==> src/verilog/pdr_params.svh <==
`ifndef PDR_PARAMS_SVH
`define PDR_PARAMS_SVH

// register kind codes, byte offset = kind * 8 + port index
`define PDR_KIND_DIR 5'h00
`define PDR_KIND_DRIVE 5'h01
`define PDR_KIND_CTRL 5'h02
`define PDR_KIND_PIN_IN 5'h03
`define PDR_KIND_OUT_DATA 5'h04
`define PDR_KIND_OMC 5'h05
`define PDR_KIND_MASK 5'h06
`define PDR_KIND_IMC 5'h07
`define PDR_KIND_ENOUT 5'h08

`define PDR_PORT_A 3'h0
`define PDR_PORT_B 3'h1
`define PDR_PORT_C 3'h2
`define PDR_PORT_D 3'h3
`define PDR_PORT_E 3'h4
`define PDR_PORT_F 3'h5
`define PDR_PORT_G 3'h6

`define PDR_NUM_PORTS 7
`define PDR_RESET_BYTE 8'h00
`define PDR_FULL_MASK 8'hff
`define PDR_PORT_D_MASK 8'h0f

// dedicated port d pin positions
`define PDR_PD_STROBE 0
`define PDR_PD_CLOCK 1
`define PDR_PD_CHIPSEL 2
`define PDR_PD_BYTE_EN 3
// port e battery pins
`define PDR_PE_BAT_IN 6
`define PDR_PE_BAT_FLAG 7

`endif

==> src/verilog/pdr_pkg.sv <==
package pdr_pkg;
`include "pdr_params.svh"

    typedef logic [`PDR_NUM_PORTS-1:0][7:0] pdr_bytes_t;

    typedef struct packed {
        logic sel;
        logic wr;
        logic rd;
        logic [7:0] addr;
        logic [7:0] wdata;
    } pdr_mcu_req_s;

    typedef struct packed {
        logic portAMcellOut;
        logic portBMcellOut;
        logic portCChipSelOut;
        logic portFChipSelOut;
        logic portFDataPort;
        logic pd0IsStrobe;
        logic pd1IsClock;
        logic pd2IsChipSel;
        logic pd3IsByteEn;
        logic pe6IsBattery;
        logic pe7IsBatteryFlag;
    } pdr_cfg_s;

    typedef struct packed {
        pdr_bytes_t level;
        pdr_bytes_t oe;
    } pdr_pins_s;

    typedef struct packed {
        logic [7:0] imcA;
        logic [7:0] imcB;
        logic [7:0] imcC;
        logic [7:0] mcellA;
        logic [7:0] mcellB;
        logic [3:0] portD;
        logic [7:0] portF;
    } pdr_pld_in_s;

    typedef struct packed {
        pdr_bytes_t dir;
        pdr_bytes_t drive;
        pdr_bytes_t ctrl;
        pdr_bytes_t outData;
        logic [2:0][7:0] input_macrocell;
        logic [1:0][7:0] mask;
        logic [7:0] addrLatch;
        logic clkPrev;
        logic [7:0] rdData;
        logic rdValid;
    } pdr_top_state_s;

    typedef struct packed {
        logic [7:0] q;
    } pdr_bank_state_s;
endpackage

==> src/verilog/pdr_pin_driver.sv <==
`timescale 1ns/1ps
module pdr_pin_driver #(
    parameter int WIDTH = 8
) (
    input wire logic [WIDTH-1:0] dataOut,
    input wire logic [WIDTH-1:0] altData,
    input wire logic [WIDTH-1:0] altSel,
    input wire logic [WIDTH-1:0] dirBits,
    input wire logic [WIDTH-1:0] oeTerm,
    input wire logic [WIDTH-1:0] openDrain,
    output logic [WIDTH-1:0] pinLevel,
    output logic [WIDTH-1:0] pinOe,
    output logic [WIDTH-1:0] enableStatus
);
    logic [WIDTH-1:0] active;
    logic [WIDTH-1:0] level;

    always_comb begin
        active = dirBits | oeTerm;
        level = (altSel & altData) | (~altSel & dataOut);
        // open drain only sinks; a high is left to the pull-up
        pinOe = active & (openDrain | ~openDrain & {WIDTH{1'b1}})
            & ~(openDrain & level);
        pinLevel = level & ~openDrain;
        enableStatus = active;
    end
endmodule

==> src/verilog/pdr_macrocell_bank.sv <==
`timescale 1ns/1ps
module pdr_macrocell_bank (
    input wire logic core_clk,
    input wire logic resetn,
    input wire logic clockTick,
    input wire logic [7:0] pldNext,
    input wire logic mcuLoad,
    input wire logic [7:0] mcuData,
    input wire logic [7:0] loadMask,
    output logic [7:0] q
);
    import pdr_pkg::*;

    pdr_bank_state_s state;
    pdr_bank_state_s next_state;

    always_comb begin
        next_state = state;
        if (clockTick) begin
            next_state.q = pldNext;
        end
        // mcu load wins over the array on a shared cycle, except masked bits, which take the array value
        if (mcuLoad) begin
            next_state.q = (mcuData & ~loadMask)
                | (next_state.q & loadMask);
        end
    end

    always_ff @(posedge core_clk or negedge resetn) begin
        if (!resetn) begin
            next_state_reset: state <= '0;
        end else begin
            state <= next_state;
        end
    end

    assign q = state.q;
endmodule

==> src/verilog/pdr_port.sv <==
`timescale 1ns/1ps
`include "pdr_params.svh"
module pdr_port (
    input wire logic core_clk,
    input wire logic resetn,
    input wire pdr_pkg::pdr_mcu_req_s mcuReq,
    output logic [7:0] mcuRdData,
    output logic mcuRdValid,
    input wire pdr_pkg::pdr_cfg_s cfg,
    input wire pdr_pkg::pdr_bytes_t pinIn,
    output pdr_pkg::pdr_pins_s pinDrv,
    input wire pdr_pkg::pdr_bytes_t pldOeTerm,
    input wire logic [7:0] pldMcellNextA,
    input wire logic [7:0] pldMcellNextB,
    input wire logic [7:0] chipSelects,
    input wire logic [7:0] hostAddrLow,
    input wire logic [7:0] hostDataOut,
    input wire logic hostDataOe,
    input wire logic vccBelowBattery,
    output pdr_pkg::pdr_pld_in_s pldInputBus,
    output logic [7:0] hostDataIn,
    output logic addressStrobe,
    output logic dataByteEnable,
    output logic commonClockTick,
    output logic memSpaceEnable,
    output logic [7:0] slewFastC,
    output logic [7:0] slewFastF
);
    import pdr_pkg::*;

    pdr_top_state_s state;
    pdr_top_state_s next_state;

    logic [4:0] kind;
    logic [2:0] port;
    logic accessOk;
    logic regPresent;
    logic wrOk;
    logic omcLoadA;
    logic omcLoadB;
    logic [7:0] mcellA;
    logic [7:0] mcellB;
    logic [7:0] readValue;
    logic [7:0] batMask;
    pdr_bytes_t altData;
    pdr_bytes_t altSel;
    pdr_bytes_t dirEff;
    pdr_bytes_t oeEff;
    pdr_bytes_t openDrainEff;
    pdr_bytes_t dataEff;
    pdr_bytes_t enStatus;
    pdr_bytes_t drvLevel;
    pdr_bytes_t drvOe;

    // port d has only four pins
    function automatic logic [7:0] portMask(input logic [2:0] p);
        if (p == `PDR_PORT_D) begin
            portMask = `PDR_PORT_D_MASK;
        end else begin
            portMask = `PDR_FULL_MASK;
        end
    endfunction

    function automatic logic regExists(input logic [4:0] k,
                                       input logic [2:0] p);
        logic anyPort;
        logic ab;
        anyPort = (p <= `PDR_PORT_G);
        ab = (p == `PDR_PORT_A) || (p == `PDR_PORT_B);
        case (k)
            `PDR_KIND_DIR, `PDR_KIND_DRIVE, `PDR_KIND_PIN_IN,
            `PDR_KIND_OUT_DATA: regExists = anyPort;
            `PDR_KIND_CTRL: regExists = (p == `PDR_PORT_E)
                || (p == `PDR_PORT_F) || (p == `PDR_PORT_G);
            `PDR_KIND_OMC, `PDR_KIND_MASK: regExists = ab;
            `PDR_KIND_IMC: regExists = ab || (p == `PDR_PORT_C);
            `PDR_KIND_ENOUT: regExists = ab || (p == `PDR_PORT_C)
                || (p == `PDR_PORT_F);
            default: regExists = 1'b0;
        endcase
    endfunction

    // one register decode shared by both macrocell banks
    function automatic logic regHit(input logic [4:0] k, input logic [2:0] p,
                                    input logic [4:0] wantK,
                                    input logic [2:0] wantP);
        regHit = (k == wantK) && (p == wantP);
    endfunction

    always_comb begin
        // kind sits above the three port bits of the offset
        kind = mcuReq.addr[7:3];
        port = mcuReq.addr[2:0];
        // a high select pin shuts the whole register space
        memSpaceEnable = !(cfg.pd2IsChipSel
            && pinIn[`PDR_PORT_D][`PDR_PD_CHIPSEL]);
        accessOk = mcuReq.sel && memSpaceEnable;
        regPresent = regExists(kind, port);
        wrOk = accessOk && mcuReq.wr && regPresent;
        // refused and unmapped writes fall through without effect
        omcLoadA = wrOk
            && regHit(kind, port, `PDR_KIND_OMC, `PDR_PORT_A);
        omcLoadB = wrOk
            && regHit(kind, port, `PDR_KIND_OMC, `PDR_PORT_B);
        commonClockTick = cfg.pd1IsClock
            && pinIn[`PDR_PORT_D][`PDR_PD_CLOCK] && !state.clkPrev;
        addressStrobe = cfg.pd0IsStrobe
            && pinIn[`PDR_PORT_D][`PDR_PD_STROBE];
        dataByteEnable = cfg.pd3IsByteEn
            && pinIn[`PDR_PORT_D][`PDR_PD_BYTE_EN];
    end

    pdr_macrocell_bank bankA (
        .core_clk(core_clk),
        .resetn(resetn),
        .clockTick(commonClockTick),
        .pldNext(pldMcellNextA),
        .mcuLoad(omcLoadA),
        .mcuData(mcuReq.wdata),
        .loadMask(state.mask[0]),
        .q(mcellA)
    );

    pdr_macrocell_bank bankB (
        .core_clk(core_clk),
        .resetn(resetn),
        .clockTick(commonClockTick),
        .pldNext(pldMcellNextB),
        .mcuLoad(omcLoadB),
        .mcuData(mcuReq.wdata),
        .loadMask(state.mask[1]),
        .q(mcellB)
    );

    // per-port function steering in front of the pin drivers
    always_comb begin
        altData = '0;
        altSel = '0;
        oeEff = '0;
        dataEff = state.outData;
        dirEff = state.dir;
        for (int i = 0; i < `PDR_NUM_PORTS; i++) begin
            openDrainEff[i] = state.drive[i];
        end
        // slew ports never sink-only; their drive bits go to slew outputs
        openDrainEff[`PDR_PORT_C] = '0;
        openDrainEff[`PDR_PORT_F] = '0;
        oeEff[`PDR_PORT_A] = pldOeTerm[`PDR_PORT_A];
        oeEff[`PDR_PORT_B] = pldOeTerm[`PDR_PORT_B];
        oeEff[`PDR_PORT_C] = pldOeTerm[`PDR_PORT_C];
        oeEff[`PDR_PORT_F] = pldOeTerm[`PDR_PORT_F];
        altData[`PDR_PORT_A] = mcellA;
        altSel[`PDR_PORT_A] = {8{cfg.portAMcellOut}};
        altData[`PDR_PORT_B] = mcellB;
        altSel[`PDR_PORT_B] = {8{cfg.portBMcellOut}};
        altData[`PDR_PORT_C] = chipSelects;
        altSel[`PDR_PORT_C] = {8{cfg.portCChipSelOut}};
        dirEff[`PDR_PORT_D] = state.dir[`PDR_PORT_D] & `PDR_PORT_D_MASK;
        openDrainEff[`PDR_PORT_D] = state.drive[`PDR_PORT_D]
            & `PDR_PORT_D_MASK;
        altData[`PDR_PORT_E] = state.addrLatch;
        altSel[`PDR_PORT_E] = state.ctrl[`PDR_PORT_E];
        // port g offers only the latched address as an alternate
        altData[`PDR_PORT_G] = state.addrLatch;
        altSel[`PDR_PORT_G] = state.ctrl[`PDR_PORT_G];
        // battery pins override the direction bits
        batMask = '0;
        if (cfg.pe6IsBattery) begin
            dirEff[`PDR_PORT_E][`PDR_PE_BAT_IN] = 1'b0;
        end
        if (cfg.pe7IsBatteryFlag) begin
            batMask[`PDR_PE_BAT_FLAG] = 1'b1;
            dirEff[`PDR_PORT_E][`PDR_PE_BAT_FLAG] = 1'b1;
            altData[`PDR_PORT_E][`PDR_PE_BAT_FLAG] = vccBelowBattery;
        end
        altSel[`PDR_PORT_E] = altSel[`PDR_PORT_E] | batMask;
        // port f: data port beats chip selects beats latched address
        if (cfg.portFDataPort) begin
            altData[`PDR_PORT_F] = hostDataOut;
            altSel[`PDR_PORT_F] = `PDR_FULL_MASK;
            dirEff[`PDR_PORT_F] = '0;
            oeEff[`PDR_PORT_F] = {8{hostDataOe}};
        end else if (cfg.portFChipSelOut) begin
            altData[`PDR_PORT_F] = chipSelects;
            altSel[`PDR_PORT_F] = `PDR_FULL_MASK;
        end else begin
            altData[`PDR_PORT_F] = state.addrLatch;
            altSel[`PDR_PORT_F] = state.ctrl[`PDR_PORT_F];
        end
    end

    for (genvar g = 0; g < `PDR_NUM_PORTS; g++) begin : gPort
        pdr_pin_driver #(
            .WIDTH(8)
        ) driver (
            .dataOut(dataEff[g]),
            .altData(altData[g]),
            .altSel(altSel[g]),
            .dirBits(dirEff[g]),
            .oeTerm(oeEff[g]),
            .openDrain(openDrainEff[g]),
            .pinLevel(drvLevel[g]),
            .pinOe(drvOe[g]),
            .enableStatus(enStatus[g])
        );
    end

    // read multiplexer for the addressed register
    always_comb begin
        readValue = `PDR_RESET_BYTE;
        case (kind)
            `PDR_KIND_DIR: begin
                readValue = state.dir[port];
            end
            `PDR_KIND_DRIVE: begin
                readValue = state.drive[port];
            end
            `PDR_KIND_CTRL: begin
                readValue = state.ctrl[port];
            end
            `PDR_KIND_PIN_IN: begin
                readValue = pinIn[port];
            end
            `PDR_KIND_OUT_DATA: begin
                readValue = state.outData[port];
            end
            `PDR_KIND_OMC: begin
                readValue = (port == `PDR_PORT_A) ? mcellA : mcellB;
            end
            `PDR_KIND_MASK: begin
                readValue = state.mask[port[0]];
            end
            `PDR_KIND_IMC: begin
                readValue = state.input_macrocell[port[1:0]];
            end
            `PDR_KIND_ENOUT: begin
                readValue = enStatus[port];
            end
            default: readValue = `PDR_RESET_BYTE;
        endcase
        // port d upper nibble has no pins behind it
        readValue = readValue & portMask(port);
        if (!regPresent) begin
            readValue = `PDR_RESET_BYTE;
        end
    end

    always_comb begin
        next_state = state;
        next_state.clkPrev = pinIn[`PDR_PORT_D][`PDR_PD_CLOCK];
        next_state.rdValid = 1'b0;
        if (wrOk) begin
            case (kind)
                `PDR_KIND_DIR: begin
                    next_state.dir[port] = mcuReq.wdata & portMask(port);
                end
                `PDR_KIND_DRIVE: begin
                    next_state.drive[port] = mcuReq.wdata & portMask(port);
                end
                `PDR_KIND_CTRL: begin
                    next_state.ctrl[port] = mcuReq.wdata;
                end
                `PDR_KIND_OUT_DATA: begin
                    next_state.outData[port] = mcuReq.wdata
                        & portMask(port);
                end
                `PDR_KIND_MASK: begin
                    next_state.mask[port[0]] = mcuReq.wdata;
                end
                default: begin
                    next_state.rdValid = 1'b0;
                end
            endcase
        end
        // input macrocells sample on the common clock only
        if (commonClockTick) begin
            next_state.input_macrocell[0] = pinIn[`PDR_PORT_A];
            next_state.input_macrocell[1] = pinIn[`PDR_PORT_B];
            next_state.input_macrocell[2] = pinIn[`PDR_PORT_C];
        end
        if (addressStrobe) begin
            next_state.addrLatch = hostAddrLow;
        end
        // rdData keeps its value between reads
        if (accessOk && mcuReq.rd) begin
            next_state.rdData = readValue;
            next_state.rdValid = 1'b1;
        end
    end

    // clkPrev starts low, so a clock pin held high through reset ticks once
    always_ff @(posedge core_clk or negedge resetn) begin
        if (!resetn) begin
            state <= '0;
        end else begin
            state <= next_state;
        end
    end

    always_comb begin
        mcuRdData = state.rdData;
        mcuRdValid = state.rdValid;
        pinDrv.level = drvLevel;
        pinDrv.oe = drvOe;
        pinDrv.level[`PDR_PORT_D][7:4] = '0;
        pinDrv.oe[`PDR_PORT_D][7:4] = '0;
        pinDrv.level[`PDR_PORT_G + 1'b0] = drvLevel[`PDR_PORT_G];
        pldInputBus.imcA = state.input_macrocell[0];
        pldInputBus.imcB = state.input_macrocell[1];
        pldInputBus.imcC = state.input_macrocell[2];
        pldInputBus.mcellA = mcellA;
        pldInputBus.mcellB = mcellB;
        pldInputBus.portD = pinIn[`PDR_PORT_D][3:0];
        pldInputBus.portF = pinIn[`PDR_PORT_F];
        hostDataIn = pinIn[`PDR_PORT_F];
        slewFastC = state.drive[`PDR_PORT_C];
        slewFastF = state.drive[`PDR_PORT_F];
    end
endmodule

==> config.mk <==
export PLATFORM = sky130hd
export DESIGN_NAME = pdr_port
export DESIGN_NICKNAME = d
export VERILOG_FILES = /design/src/verilog/pdr_pkg.sv /design/src/verilog/pdr_pin_driver.sv /design/src/verilog/pdr_macrocell_bank.sv /design/src/verilog/pdr_port.sv
export VERILOG_INCLUDE_DIRS = /design/src /design/src/verilog
export SDC_FILE = /design/constraint.sdc
export NUM_CORES = 1
export LEC_CHECK = 0
export BUFFER_PORTS_ARGS = -buffer_cell sky130_fd_sc_hd__buf_2
export CORE_MARGIN = 10
export CORE_UTILIZATION = 25
export DETAILED_ROUTE_END_ITERATION = 8
export HOLD_SLACK_MARGIN = 0.03
export PLACE_DENSITY = 0.41
export SYNTH_ARGS = -nofsm -noshare
export SYNTH_HDL_FRONTEND = slang
export SYNTH_SLANG_ARGS = --single-unit
export TNS_END_PERCENT = 50
==> constraint.sdc <==
create_clock -name core_clk -period 3.4 [get_ports core_clk]
set_clock_uncertainty 0.2 [all_clocks]
set_input_delay 0.34 -clock core_clk [delete_from_list [all_inputs] [get_ports core_clk]]
set_output_delay 0.34 -clock core_clk [all_outputs]
set_load 0.02 [all_outputs]
Word level (Yosys, flattened, before mapping)
Cells that the tools add are included.
Cells by class
  $lt $le $gt $ge: 6
  equality and inequality tests: 14
  mux-type cells: 51
  bitwise logic cells: 76
  reductions and logical operators: 31
Operator list (count)
  8-bit AND: 36
  8-bit 2-to-1 mux: 30
  56-bit bitwise mux: 4
  8-bit binary-select mux with 3-bit select: 6
  8-bit OR: 17
  8-bit inverter: 16
  8-bit one-hot mux with 9 select lines: 1
  8-bit demux with 3-bit select: 1
  5-bit by 3-bit equality test with 1-bit output, second input constant: 4
  4-bit AND: 4
  8-bit binary-select mux with 2-bit select: 1
  16-bit bitwise mux: 1
  1-bit logical AND: 15
  5-bit by 2-bit equality test with 1-bit output, second input constant: 2
  2-bit AND reduction: 5
  3-bit equality test, second input constant: 3
  8-bit demux with 1-bit select: 1
  4-bit inverter: 2
  3-bit by 2-bit equality test with 1-bit output, second input constant: 2
  5-bit by 1-bit equality test with 1-bit output, second input constant: 1
  5-bit by 4-bit equality test with 1-bit output, second input constant: 1
  5-bit logical NOT: 1
  1-bit logical OR: 5
  1-bit 2-to-1 mux: 5
  other kinds (13): 14
Word-level totals
  bits in registers: 298
  input bits: 186
  output and inout bits: 201
  logic and storage cells: 217

Logic depth before layout (Yosys ltp)
  depth in word-level cells: 9
  gate-level depth with buffers: 9
  mapped depth without buffers: 5

By module
From an unflattened synthesis, not the netlist that was laid out.
Second synthesis, totals
  cell total of the unflattened synthesis: 1611
  area total of the unflattened synthesis: 18933.2 um^2
By module, submodules not included
  pdr_port: instances 1, cells an instance 1321, area each 14906.8 um^2, seq. area each 7056.8 um^2
  pdr_pin_driver: instances 7, cells an instance 32, area each 430.4 um^2, seq. area each 0.0 um^2
  pdr_macrocell_bank: instances 2, cells an instance 33, area each 506.7 um^2, seq. area each 200.2 um^2

Least setup slack after synthesis
No wires, ideal clock.
  kind: input port to flip-flop
  start: input mcuReq[15] in the netlist's numbering
  end: register state[18] in the netlist's numbering
  library setup time: 0.125 ns
  arrival time: 1.929 ns
  data required time: 3.075 ns
  setup slack: 1.146 ns
  stages on the path: 7
  path buffers: 2
  cell sequence: buf_2 > or4b_4 > a21oi_2 > a21oi_1 > or3_1 > buf_6 > mux2_4
Between the ends
  word-level cells in the longest chain between the ends: 5
  elaborated cells on any way between the ends: 14
  classes of those cells: 8 x eq/ne; 1 x mux; 5 x reduce/logical
RTL lines
  start: declaration: RTL line pdr_port.sv:6  | input wire pdr_pkg::pdr_mcu_req_s mcuReq,
  5-bit by 3-bit equality test with 1-bit output, or another cell as far along: RTL line pdr_port.sv:70  | case (k)
  4-bit OR reduction / 2-bit OR reduction (equally long branches): RTL line pdr_port.sv:70
  1-bit one-hot mux with 5 select lines: RTL line pdr_port.sv:70
  1-bit logical AND: RTL line pdr_port.sv:99  | wrOk = accessOk && mcuReq.wr && regPresent;
  2-bit AND reduction (no line) *
  end signal: assignment: RTL line pdr_port.sv:296  | state <= next_state;
  end: declaration: RTL line pdr_port.sv:31  | pdr_top_state_s state;
Every way passes the cells marked *; elsewhere a longest branch is shown, timed or not.
A chain may end at the register's enable or synchronous reset.

==> metrics.md <==
| Metric | Value |
|---|---|
| Worst Hold Class | `in -> reg` |
| Register area share after synthesis | `0.437` |
| Synth unique cells | `76` |
| N_diodes | `0` |
| Most common library cell in the layout ignoring fill and taps | `buf_2` |
| Clock Tree Buf Depth | `3` |
| IO buf count | `354` |
| Final setup fails | `0` |
| RSZ-0062 raised after global routing | `false` |
| Routed wire length | `80,400 µm` |
| GP Congestion | `0.855` |
| Die ar. | `79,200 µm²` |
| Critical path fanouts, max | `4` |
| Max-Cap Viols | `0` |
| Pwr/cell area | `459 nW/µm²` |
| Critical Path RT | `2.86 ns` |
| HPWL after DPL | `62,500 µm` |
| Switching share of power | `0.298` |
| CP cell instances | `mux2_2, a21oi_1, buf_2` |
| Status | `finished, final reports clean` |
| H-tree Lvls | `2` |
| DP Worst Slack | `0.384 ns` |
| CTS tree | `yes` |
| CP Capture Type | `primary output` |
| Least-Margin Pin Slew | `1.26 ns` |
| Ports | `387` |
| Crit path time final | `2.56 ns` |
| Peak VDD IR | `260 µV` |
| Number of global-route vias before repair | `14,500` |
| CP Launch Type | `flip-flop` |
| Delay-heaviest family, CP | `flip-flops` |
| Final worst slack | `0.840 ns` |
| Clock Pin Slew Worst Setup and Hold Paths | `0.07 ns` |
| Die height | `281 µm` |
| Sw power | `2.94 mW` |
| Antenna Nets Post-Route | `0` |
| Core ar. | `67,400 µm²` |
| Crit Path Class | `reg -> out` |
| P&R area growth vs syn | `26.0%` |
| Final slew viol count | `0` |
| Fmax | `391 MHz` |
| Syn Std Cell Area | `17,100 µm²` |
| Slew margin rel. | `0.158` |
| Buf+Inv Stages, Crit Path | `1` |
| Largest net degree at the start of global routing | `104` |
| Drt initial violations | `783` |
| CTS root buf | `clkbuf_16` |
| First-pass DRT Iterations | `5` |
| Post-CTS sizing | `0` |
| Syn Area/Cell | `11.2 µm²` |
| CTS buffer count | `38` |
| Clk Latency, worst-skew pair | `0.57 ns` |
| Via density | `5.05` |
| Mapped Cells | `1,519` |
| Critical-path top delay cell | `dfrtp_1` |
| DRC Markers | `0` |
| Row cnt | `95` |
| Synthesized flop and latch total | `298` |
| Leak Pwr | `10.3 nW` |
| Crit path DAT | `2.02 ns` |
| Seq pwr share | `0.395` |
| Highest-count cells in the layout ignoring fill and taps | `351 x buf_2, 298 x dfrtp_1, 285 x mux2_2` |
| Final Util | `0.319` |
| Final hold vios | `0` |
| First-pass GRT wire length | `112,000 µm` |
| # nets final | `2,040` |
| Total grt overflow | `0` |
| CP max stage delay | `0.48 ns` |
| Initial antenna violation count | `7` |
| Ys async rst share | `1.00` |
| Pint | `6.94 mW` |
| Die X | `281 µm` |
| Routed len/inst | `29.2 µm` |
| Combinational Power Share | `0.169` |
| Clock power share | `0.435` |
| CTS Sinks | `298` |
| Post-route clock period utilization | `0.753` |
| Number of synthesized flops with an enable pin | `0` |
| GRT Resource Usage Total | `0.197` |
| Synthesis Warnings | `0` |
| Initial core utilization | `0.253` |
| Top FF cell, synth | `dfrtp_1` |
| Setup TNS | `0 ns` |
| Setup Fix Bufs, Post-CTS | `0` |
| Hold-fix buffers at CTS | `51` |
| Share of layout cells above drive strength 1 | `0.469` |
| Routed vias | `13,900` |
cell families (layout without fill, tap and decap cells):
logic type / after synthesis / count (layout) / synth area share
multiplexers: 392 / 392 / 0.267
buffers and inverters: 240 / 597 / 0.0787
flip-flops: 298 / 298 / 0.437
AO/OA/AOI/OAI: 274 / 274 / 0.118
AND/OR/NAND/NOR: 314 / 314 / 0.0997
other: 1 / 8 / 0.000220
final cells by class:
type	count	area [µm²]
well taps	873	1090
fillers	6979	45900
clock buffers	57	1210
flip-flops and latches	298	7460
clock inverters	12	119
repair buffers	510	3260
inverters	18	67.6
multi-input cells	988	8310
power by group through the flow:
| stage | clock network (mW) | logic [mW] | registers (mW) |
|---|---|---|---|
| final | 4.30 | 1.67 | 3.91 |
| after global routing | 4.54 | 1.78 | 3.93 |
| after CTS | 4.41 | 1.70 | 3.90 |
| after detailed placement | 0 | 1.64 | 3.97 |
| after global placement | 0 | 1.63 | 3.96 |
| after floorplan | 0 | 1.03 | 3.86 |
metal layers:
layer  part of all wire  wire, µm  vias up  global-route usage
met5            0.00067        54        -                   0
met4              0.030      2380        8              0.0620
met3              0.061      4940      110              0.0438
met2               0.47     37900      483               0.323
met1               0.44     35100     7147               0.255
li1                   -         -     6158                   -
metrics by stage:
stage | cells | instance area (µm²) | power [mW] | hold WS [ns]
finish | 2756 | 21500 | 9.88 | 0.0675
detailed placement | 2636 | 19700 | 5.61 | 0.161
CTS | 2756 | 21500 | 10.0 | 0.0325
floorplan | 1526 | 17100 | 4.89 | -0.156
global route | 2756 | 21500 | 10.3 | 0.0918
global placement | 2636 | 19700 | 5.59 | 0.157
cell usage after synthesis (6+ instances only):
cell type / instances / area (µm²)
dfrtp_1: 298 / 7460
mux2_2: 285 / 3210
buf_4: 103 / 773
nor2_1: 82 / 308
clkbuf_1: 76 / 285
mux2i_1: 72 / 721
nor2b_1: 53 / 332
o21ai_0: 45 / 225
nand2_1: 42 / 158
a21oi_1: 36 / 180
a22oi_1: 32 / 240
nor3_1: 30 / 150
buf_2: 28 / 140
mux4_2: 18 / 405
nor2_2: 18 / 113
inv_1: 17 / 63.8
o31a_1: 17 / 149
a221o_1: 14 / 140
nand3_1: 14 / 70.1
a211oi_1: 13 / 97.6
a221oi_1: 13 / 114
nand2b_1: 13 / 81.3
buf_1: 12 / 45.0
a21boi_0: 11 / 82.6
o21a_1: 10 / 75.1
mux2_4: 9 / 135
o211ai_1: 9 / 67.6
and3_1: 8 / 50.1
mux2_1: 8 / 90.1
or2_2: 8 / 50.1
a22o_1: 7 / 61.3
a31oi_1: 7 / 43.8
a32oi_1: 6 / 52.6
or3_1: 6 / 37.5
state kept, by name (all words and copies together), names as in the netlist:
register / count
bankA.q: 8
mcuRdValid: 1
altData: 8
mcuRdData: 8
openDrainEff: 36
dirEff: 42
dataEff: 56
altSel: 8
state: 83
pldInputBus: 24
slewFastC: 8
slewFastF: 8
bankB.q: 8
worst reg2reg max path: cells and delay by family (launching register included):
kind	cells	cell delay, ns
AOI/OAI and AO/OA	2	0.98
DFF	1	0.37
and+or+nand+nor	3	0.55
path summary, 6_finish.rpt:
path | from | to | slack (ns) | depth (start not counted)
worst max-delay path | bankA.q[7]$_DFF_PN0_ | pinDrv[7] | 0.84 | 3
worst min-delay path | mcuReq[18] | mcuRdValid$_DFF_PN0_ | 0.07 | 4
worst max register to register | state[266]$_DFFE_PN0P_ | mcuRdData[0]$_DFFE_PN0P_ | 1.23 | 5
worst min register to register | state[131]$_DFFE_PN0P_ | state[131]$_DFFE_PN0P_ | 0.17 | 0
max in group asynchronous | resetn | state[146]$_DFFE_PN0P_ | 1.85 | 3
min in group asynchronous | resetn | dirEff[53]$_DFFE_PN0P_ | 0.25 | 2
Note: power is estimated with default switching activity, not from simulation.
